**src/core/sport_pkg.sv**
```systemverilog
/*
 * Constants, register map and carrier types of the sport serial data port.
 * Assumes one 10 MHz system clock and a plain register port.
 */
package sport_pkg;
    // Clock and bit timing
    localparam int CLK_PERIOD_NS = 100;
    localparam int BIT_PERIOD_NS = 800;
    localparam int BIT_HALF_RAW = (BIT_PERIOD_NS / 2) / CLK_PERIOD_NS;
    localparam int BIT_HALF_CYC = (BIT_HALF_RAW < 1) ? 1 : BIT_HALF_RAW;
    localparam logic [7:0] BIT_HALF_LAST = 8'(BIT_HALF_CYC - 1);
    localparam logic [3:0] EXT_CLK_HALF_LAST = 4'h1;

    // Register offsets
    localparam logic [9:0] ADDR_DATA_PATH_CTRL = 10'h126;
    localparam logic [9:0] ADDR_PIN_FUNC_CFG = 10'h3FA;
    localparam logic [9:0] ADDR_RADIO_STATE = 10'h3F0;
    localparam logic [9:0] ADDR_MOD_CFG = 10'h3F1;
    localparam logic [9:0] ADDR_STATUS = 10'h3F2;

    // Field positions
    localparam int DATA_MODE_LSB = 0;
    localparam int GAUSS_BIT = 0;
    localparam int STAT_CMD_DONE = 0;
    localparam int STAT_DET_LEVEL = 1;
    localparam int STAT_PRE_SEEN = 2;
    localparam int STAT_FW_LSB = 4;
    localparam int IRQ0_PREAMBLE_BIT = 0;
    localparam int IRQ0_SYNC_BIT = 1;
    localparam logic [7:0] IRQ0_SPORT_MASK = 8'h03;

    // Data-path modes
    localparam logic [1:0] DATA_MODE_PACKET = 2'h0;
    localparam logic [1:0] DATA_MODE_SPORT_PRE = 2'h1;
    localparam logic [1:0] DATA_MODE_SPORT_SYNC = 2'h2;

    // Pin configuration range
    localparam logic [7:0] PIN_CFG_FIRST = 8'hA0;
    localparam logic [7:0] PIN_CFG_LAST = 8'hA8;

    // Reset values
    localparam logic [7:0] RST_DATA_PATH_CTRL = 8'h00;
    localparam logic [7:0] RST_PIN_FUNC_CFG = 8'hA0;
    localparam logic [7:0] RST_MOD_CFG = 8'h00;

    // Radio state commands
    localparam logic [1:0] CMD_ON = 2'h0;
    localparam logic [1:0] CMD_TX = 2'h1;
    localparam logic [1:0] CMD_RX = 2'h2;

    typedef enum logic [2:0] {
        ST_ON = 3'b001,
        ST_TX = 3'b010,
        ST_RX = 3'b100
    } radio_state_e;

    // Detection pin and auxiliary pin functions
    typedef enum logic [1:0] {
        DET_NONE = 2'h0,
        DET_LEVEL = 2'h1,
        DET_STROBE = 2'h2
    } det_kind_e;

    typedef enum logic [1:0] {
        AUX_NONE = 2'h0,
        AUX_XTAL = 2'h1,
        AUX_EXT_CLK = 2'h2
    } aux_kind_e;

    typedef struct packed {
        logic [9:0] addr;
        logic [7:0] wdata;
        logic we;
        logic re;
    } reg_req_s;

    typedef struct packed {
        logic val;
        logic oe;
    } pin_drive_s;
endpackage : sport_pkg

```
**src/core/sport_port.sv**
```systemverilog
/*
 * Sport serial data port: bit clock generation, raw transmit and receive
 * paths, detection pin, auxiliary pin and reduced interrupt routing.
 * Assumes demodulator, detector and interrupt sources on the system clock;
 * transmit data and auxiliary pin arrive from outside and are synchronised.
 */

module sport_port (
    input wire logic i_clk_sys,
    input wire logic i_rst,
    input wire logic i_ce,
    input wire sport_pkg::reg_req_s i_req,
    output logic [7:0] o_rdata,
    input wire logic i_tx_serial,
    input wire logic i_aux,
    input wire logic i_rx_bit,
    input wire logic i_preamble_det,
    input wire logic i_sync_det,
    input wire logic i_pkt_tx_bit,
    input wire logic [7:0] i_irq_src0,
    input wire logic [7:0] i_irq_src1,
    output sport_pkg::pin_drive_s o_rx_serial,
    output sport_pkg::pin_drive_s o_bit_clk,
    output sport_pkg::pin_drive_s o_detect,
    output sport_pkg::pin_drive_s o_aux,
    output logic o_xtal_clk,
    output logic o_mod_bit,
    output logic o_sport_active,
    output logic o_cmd_done,
    output logic o_irq_general
);
    import sport_pkg::*;

    typedef struct packed {
        logic [7:0] ctrl;
        logic [7:0] pin_cfg;
        logic [7:0] mod_cfg;
        radio_state_e state;
        logic cmd_done;
        logic cmd_done_pulse;
        logic [7:0] rdata;
        logic [7:0] half_cnt;
        logic bclk;
        logic tx_s1;
        logic tx_s2;
        logic aux_s1;
        logic aux_s2;
        logic [1:0] lat;
        logic mod_bit;
        logic rx_out;
        logic pre_seen;
        logic det_level;
        logic det_strobe;
        logic armed;
        logic [2:0] bit_idx;
        logic [3:0] ext_cnt;
        logic ext_clk;
    } state_s;

    state_s s;
    state_s next_s;

    function automatic det_kind_e det_kind(input logic [7:0] cfg);
        logic [7:0] idx;
        idx = cfg - PIN_CFG_FIRST;
        if (cfg < PIN_CFG_FIRST || cfg > PIN_CFG_LAST) begin
            return DET_NONE;
        end
        case (idx % 8'h03)
            8'h01: return DET_LEVEL;
            8'h02: return DET_STROBE;
            default: return DET_NONE;
        endcase
    endfunction : det_kind

    function automatic aux_kind_e aux_kind(input logic [7:0] cfg);
        logic [7:0] idx;
        idx = cfg - PIN_CFG_FIRST;
        if (cfg < PIN_CFG_FIRST || cfg > PIN_CFG_LAST) begin
            return AUX_NONE;
        end
        case (idx / 8'h03)
            8'h01: return AUX_XTAL;
            8'h02: return AUX_EXT_CLK;
            default: return AUX_NONE;
        endcase
    endfunction : aux_kind

    logic [1:0] data_mode;
    logic sport;
    logic in_tx;
    logic in_rx;
    logic clk_run;
    logic half_wrap;
    logic bit_rise;
    logic bit_fall;
    logic det_trigger;
    det_kind_e dk;
    aux_kind_e ak;
    logic [1:0] fw_code;

    always_comb begin
        data_mode = s.ctrl[DATA_MODE_LSB +: 2];
        sport = (data_mode == DATA_MODE_SPORT_PRE) || (data_mode == DATA_MODE_SPORT_SYNC);
        in_tx = (s.state == ST_TX);
        in_rx = (s.state == ST_RX);
        clk_run = sport && (in_tx || in_rx);
        half_wrap = clk_run && (s.half_cnt == BIT_HALF_LAST);
        bit_rise = half_wrap && !s.bclk;
        bit_fall = half_wrap && s.bclk;
        dk = det_kind(s.pin_cfg);
        ak = aux_kind(s.pin_cfg);
        if (data_mode == DATA_MODE_SPORT_PRE) begin
            det_trigger = i_preamble_det;
        end else if (data_mode == DATA_MODE_SPORT_SYNC) begin
            det_trigger = i_sync_det;
        end else begin
            det_trigger = 1'b0;
        end
        case (s.state)
            ST_TX: fw_code = CMD_TX;
            ST_RX: fw_code = CMD_RX;
            default: fw_code = CMD_ON;
        endcase
    end

    always_comb begin
        next_s = s;
        next_s.cmd_done_pulse = 1'b0;
        next_s.rdata = 8'h00;

        // Pin synchronisers
        next_s.tx_s1 = i_tx_serial;
        next_s.tx_s2 = s.tx_s1;
        next_s.aux_s1 = i_aux;
        next_s.aux_s2 = s.aux_s1;

        // Register reads
        if (i_req.re) begin
            case (i_req.addr)
                ADDR_DATA_PATH_CTRL: next_s.rdata = s.ctrl;
                ADDR_PIN_FUNC_CFG: next_s.rdata = s.pin_cfg;
                ADDR_RADIO_STATE: next_s.rdata = {6'h00, fw_code};
                ADDR_MOD_CFG: next_s.rdata = s.mod_cfg;
                ADDR_STATUS: begin
                    next_s.rdata = {2'h0, fw_code, 1'b0, s.pre_seen, s.det_level,
                        s.cmd_done};
                end
                default: next_s.rdata = 8'h00;
            endcase
        end

        // Register writes
        if (i_req.we) begin
            case (i_req.addr)
                ADDR_DATA_PATH_CTRL: next_s.ctrl = i_req.wdata;
                ADDR_PIN_FUNC_CFG: next_s.pin_cfg = i_req.wdata;
                ADDR_MOD_CFG: next_s.mod_cfg = i_req.wdata;
                ADDR_STATUS: begin
                    if (i_req.wdata[STAT_CMD_DONE]) begin
                        next_s.cmd_done = 1'b0;
                    end
                end
                ADDR_RADIO_STATE: begin
                    // State left only by command
                    case (i_req.wdata[1:0])
                        CMD_TX: next_s.state = ST_TX;
                        CMD_RX: next_s.state = ST_RX;
                        default: next_s.state = ST_ON;
                    endcase
                    next_s.cmd_done = 1'b1;
                    next_s.cmd_done_pulse = 1'b1;
                    next_s.half_cnt = 8'h00;
                    next_s.bclk = 1'b0;
                    next_s.lat = 2'h0;
                    next_s.pre_seen = 1'b0;
                    next_s.det_level = 1'b0;
                    next_s.det_strobe = 1'b0;
                    next_s.armed = 1'b0;
                    next_s.bit_idx = 3'h0;
                end
                default: begin
                end
            endcase
        end

        if (!(i_req.we && i_req.addr == ADDR_RADIO_STATE)) begin
            // Bit clock divider
            if (clk_run) begin
                if (half_wrap) begin
                    next_s.half_cnt = 8'h00;
                    next_s.bclk = !s.bclk;
                end else begin
                    next_s.half_cnt = s.half_cnt + 8'h01;
                end
            end else begin
                next_s.half_cnt = 8'h00;
                next_s.bclk = 1'b0;
            end

            // Transmit sampling on rising edge
            if (in_tx && bit_rise) begin
                next_s.lat = {s.lat[0], s.tx_s2};
                if (s.mod_cfg[GAUSS_BIT]) begin
                    next_s.mod_bit = s.lat[1];
                end else begin
                    next_s.mod_bit = s.tx_s2;
                end
            end

            // Receive side
            if (in_rx) begin
                if (i_preamble_det) begin
                    next_s.pre_seen = 1'b1;
                end
                if (bit_fall) begin
                    next_s.rx_out = i_rx_bit;
                    if (s.armed) begin
                        next_s.det_strobe = (s.bit_idx == 3'h0);
                        next_s.bit_idx = s.bit_idx + 3'h1;
                    end
                end
                if (det_trigger && sport) begin
                    next_s.det_level = 1'b1;
                    next_s.armed = 1'b1;
                    next_s.bit_idx = 3'h0;
                end
            end else begin
                next_s.pre_seen = 1'b0;
                next_s.det_level = 1'b0;
                next_s.det_strobe = 1'b0;
                next_s.armed = 1'b0;
                next_s.bit_idx = 3'h0;
            end
        end

        // External processor clock divider
        if (ak == AUX_EXT_CLK) begin
            if (s.ext_cnt == EXT_CLK_HALF_LAST) begin
                next_s.ext_cnt = 4'h0;
                next_s.ext_clk = !s.ext_clk;
            end else begin
                next_s.ext_cnt = s.ext_cnt + 4'h1;
            end
        end else begin
            next_s.ext_cnt = 4'h0;
            next_s.ext_clk = 1'b0;
        end
    end

    always_ff @(posedge i_clk_sys) begin
        if (i_rst) begin
            s.ctrl <= RST_DATA_PATH_CTRL;
            s.pin_cfg <= RST_PIN_FUNC_CFG;
            s.mod_cfg <= RST_MOD_CFG;
            s.state <= ST_ON;
            s.cmd_done <= 1'b0;
            s.cmd_done_pulse <= 1'b0;
            s.rdata <= 8'h00;
            s.half_cnt <= 8'h00;
            s.bclk <= 1'b0;
            s.tx_s1 <= 1'b0;
            s.tx_s2 <= 1'b0;
            s.aux_s1 <= 1'b0;
            s.aux_s2 <= 1'b0;
            s.lat <= 2'h0;
            s.mod_bit <= 1'b0;
            s.rx_out <= 1'b0;
            s.pre_seen <= 1'b0;
            s.det_level <= 1'b0;
            s.det_strobe <= 1'b0;
            s.armed <= 1'b0;
            s.bit_idx <= 3'h0;
            s.ext_cnt <= 4'h0;
            s.ext_clk <= 1'b0;
        end else if (i_ce) begin
            s <= next_s;
        end
    end

    // Pin and output drive
    always_comb begin
        o_rdata = s.rdata;
        o_sport_active = sport;
        o_cmd_done = s.cmd_done_pulse;

        o_bit_clk.val = s.bclk;
        o_bit_clk.oe = clk_run;

        o_rx_serial.val = s.rx_out;
        if (dk == DET_NONE) begin
            o_rx_serial.oe = sport && in_rx;
        end else begin
            o_rx_serial.oe = sport && in_rx && s.pre_seen;
        end

        case (dk)
            DET_LEVEL: begin
                o_detect.val = s.det_level;
                o_detect.oe = sport;
            end
            DET_STROBE: begin
                o_detect.val = s.det_strobe;
                o_detect.oe = sport;
            end
            default: begin
                o_detect.val = 1'b0;
                o_detect.oe = 1'b0;
            end
        endcase

        o_aux.val = s.ext_clk;
        o_aux.oe = sport && (ak == AUX_EXT_CLK);
        o_xtal_clk = (ak == AUX_XTAL) ? s.aux_s2 : 1'b0;

        // Modulator source
        if (sport) begin
            o_mod_bit = s.mod_bit;
        end else begin
            o_mod_bit = i_pkt_tx_bit;
        end

        // General interrupt pin
        if (sport) begin
            o_irq_general = (|i_irq_src1) || (|(i_irq_src0 & IRQ0_SPORT_MASK));
        end else begin
            o_irq_general = (|i_irq_src1) || (|i_irq_src0);
        end
    end
endmodule : sport_port

```
**config.mk**
```make
export PLATFORM = sky130hd
export DESIGN_NAME = sport_port
export DESIGN_NICKNAME = d
export VERILOG_FILES = /design/src/core/sport_pkg.sv /design/src/core/sport_port.sv
export SDC_FILE = /design/constraint.sdc
export NUM_CORES = 1
export LEC_CHECK = 0
export ABC_AREA = 1
export BUFFER_PORTS_ARGS = -buffer_cell sky130_fd_sc_hd__buf_2
export CAP_MARGIN = 20
export CORE_ASPECT_RATIO = 1.75
export CORE_MARGIN = 5
export CORE_UTILIZATION = 25
export CTS_BUF_LIST = sky130_fd_sc_hd__clkbuf_8 sky130_fd_sc_hd__clkbuf_16
export CTS_CLUSTER_DIAMETER = 40
export DETAILED_ROUTE_END_ITERATION = 8
export PLACE_DENSITY = 0.49
export SYNTH_ARGS = -nofsm -noshare
export SYNTH_HDL_FRONTEND = slang
export SYNTH_SLANG_ARGS = --single-unit
export TNS_END_PERCENT = 10
```
**constraint.sdc**
```tcl
create_clock -name i_clk_sys -period 10.47 [get_ports i_clk_sys]
set_input_delay 2.094 -clock i_clk_sys [delete_from_list [all_inputs] [get_ports i_clk_sys]]
set_output_delay 2.094 -clock i_clk_sys [all_outputs]
set_load 0.02 [all_outputs]
```
==> results.md <==
- Nets: 708
- Static leakage: 2.05 nW
- First-pass GRT wire length: 18.8 mm
- Full die area: 0.0187 mm²
- YS warnings: 0
- Syn_area_per_cell: 6.71 µm²
- Largest area contributor in the netlist: dfxtp_1
- Fin crit share: 65.9%
- Worst slew pin tran: 0.952 ns
- Most common cell after layout, fill and taps aside: nand2_1
- Crit-path max cell delay: 0.36 ns
- Syn Nets: 657
- Status: finished clean
- Worst Clk Skew: 0.00567 ns
- First-pass iteration count of the detailed router: 5
- Mux cell area share after synthesis: 0%
- Non-Filler Instances: 839
- PD cells: 120 mW/mm²
- Synthesized cell area: 0.00400 mm²
- GRT Util Overall: 12.7%
- Crit-path most repeated cell: nand2_1
- Synth Area in XOR/XNOR: 0.877%
- CP startpoint kind: register
- Data arrival time of the worst path: 4.81 ns
- Count of input and output buffers: 65
- Antenna violations before repair: 1
- Post-synth top area share: 33.1%
- Synth Flop Type: dfxtp_1
- Hold WS: 0.462 ns
- Final hold vios: 0
- Setup-failing EPs final: 0
- Slew Limit Fails: 0
- ANT nets after route: 0
- # IOs: 66
- Die height: 177 µm
- CTS tree: yes
- Ranking of synthesized cells by area: dfxtp_1 33%, nand2_1 11%, inv_1 7.9%, a21oi_1 7.0%, o21ai_0 6.5%
- RSZ-0062 raised after global routing: false
- Slew HR: 36.3%
- Antenna fix cells: 0
- Seq cells post-synth: 66
- Drt total wl: 11.8 mm
- Critical Path End Type: primary output
- Global route hottest layer: met2
- Routed WL per cell: 14.1 µm
- Largest family of logic cells by synthesized area: simple AND/OR/NAND/NOR gates
- Design area: 0.00469 mm²
- Die W: 106 µm
- H-tree levels: 3
- Clock latency on the worst-skew pair: 0.33 ns
- Clock Pin Slew Worst Setup and Hold Paths: 0.05 ns
- Core box area: 0.0158 mm²
- Synth Area in Compound Gates: 19.0%
- Detailed-placement wirelength estimate: 9.30 mm
- Post-CTS Resized: 0
- Simple-Gate Fraction of Synth Area: 29.7%
- HP Class: register to register
- Critical path type: register to primary output
- GRT Residual Overflow: 0
- Largest net degree at the start of global routing: 34
- Critical path required time: 8.38 ns
- Setup TNS: 0 ns
- Global routing met3 resource utilization: 2.12%
- Peak supply drop: 0.0000567 V
- Hold Buf Count CTS: 0
- Routed vias/inst: 4.66
- # rows: 61
- Initial core utilization: 25.3%
- Post-synth EDFFs: 0
- Dpl cells: 824
- Unique masters post-synth: 40
- Fill count: 1788
- Area grow syn2layout: 17.5%
- Met1 GRT Util: 14.0%
- CTS Sinks: 66
- Drt initial violations: 108
- Maximum buffer depth of the clock tree: 2
- Postcts setup bufs: 0
- Number of global-route vias before repair: 3745
- Final critical-path required period: 6.90 ns
- Adder-Cell Fraction of Synth Area: 5.32%
- Register area share after synthesis: 33.1%
- Total CTS buffers: 9
- Most frequent cells in the layout: 113 x nand2_1, 85 x inv_1, 66 x dfxtp_1
- Final setup margin: 3.57 ns
- DP Area: 0.00442 mm²
- CTS root buf: clkbuf_16
- Post-route DRC: 0
- Fraction of registers with async set/reset: 0%
- Post-synthesis cell count: 595
- Total number of vias: 3906
- M2 GR Usage: 23.6%
- CP max-delay cell: dfxtp_1
- Global placer's final weighted congestion: 0.848
- Total of max-cap violations: 0
- Highest clock rate: 145 MHz
- Crit Path Max Fanout: 8
- Post-place setup slack: 3.89 ns
- Layout cells sized above 1: 17.5%
## cells in the mapped netlist (all sizes together), types with 2 or more instances
| cell | count |
|---|---|
| nand4 | 6 |
| o31ai | 2 |
| o2111ai | 2 |
| or2 | 2 |
| a31oi | 2 |
| dfxtp | 66 |
| clkbuf | 14 |
| o22ai | 3 |
| o21ai | 59 |
| nor2 | 49 |
| nor4 | 6 |
| inv | 87 |
| nand3 | 40 |
| clkinv | 3 |
| a21boi | 2 |
| ha | 17 |
| o211ai | 6 |
| nor3 | 20 |
| nand2 | 129 |
| buf | 12 |
| a21oi | 58 |
| xor2 | 3 |
## layout make-up
cell class,count,area [µm²],area share (%)
Multi-Input combinational cell,413,2190,46.7
Sequential cell,66,1320,28.2
Inverter,90,338,7.20
Timing Repair Buffer,66,333,7.09
Clock buffer,11,253,5.39
Tap cell,189,236,5.04
Clock inverter,4,18.8,0.400
## state kept, by name (all words and copies together), names as in the netlist
signal,count
o_rx_serial,1
next_s,2
s,50
o_rdata,8
o_aux,1
o_bit_clk,1
data_mode,2
o_cmd_done,1
## through the flow
step | util, % | total power, mW
after detailed placement | 28.0 | 0.292
after global placement | 28.0 | 0.292
final | 29.7 | 0.562
after floorplan | - | 0.275
after global routing | 29.7 | 0.584
after CTS | 29.7 | 0.570
## layer usage
layer / wire length [µm] / up-vias
li1: - / 2053
met1: 4660 / 1768
met2: 6450 / 68
met3: 418 / 15
met4: 263 / 2
met5: 13 / -
## logic make-up (layout without fill, tap and decap cells)
| kind of cell | Yosys count | count (layout) |
|---|---|---|
| fa+ha+maj | 17 | 17 |
| compound gates | 137 | 137 |
| flops | 66 | 66 |
| xor+xnor | 4 | 4 |
| buf+inv | 116 | 171 |
| simple gates | 255 | 255 |
## final timing paths
kind                            cells after the start               startpoint                      end  slack (ns)
worst max register to register                     29       s[55]$_SDFFE_PP1P_        s[3]$_SDFFE_PP0P_        6.62
worst min register to register                      2  o_rdata[3]$_SDFFE_PP0P_  o_rdata[3]$_SDFFE_PP0P_        0.46
worst min-delay path                                2  o_rdata[3]$_SDFFE_PP0P_  o_rdata[3]$_SDFFE_PP0P_        0.46
worst max-delay path                               30       s[55]$_SDFFE_PP1P_              o_detect[0]        3.57
## power by group
group	total [mW]	internal [mW]	switching, mW
registers	0.254	0.253	0.000953
clock network	0.276	0.170	0.106
logic	0.0321	0.0110	0.0212
total	0.562	0.433	0.128
## worst max-delay path, delay by kind of cell, from the launching register on
family | cells | cell delay (ns)
AOI/OAI and AO/OA | 4 | 0.74
adders and majority gates | 4 | 1.04
buffers and inverters | 6 | 0.70
DFF | 1 | 0.36
and+or+nand+nor | 16 | 1.61
Note: power is estimated with default switching activity, not from simulation.
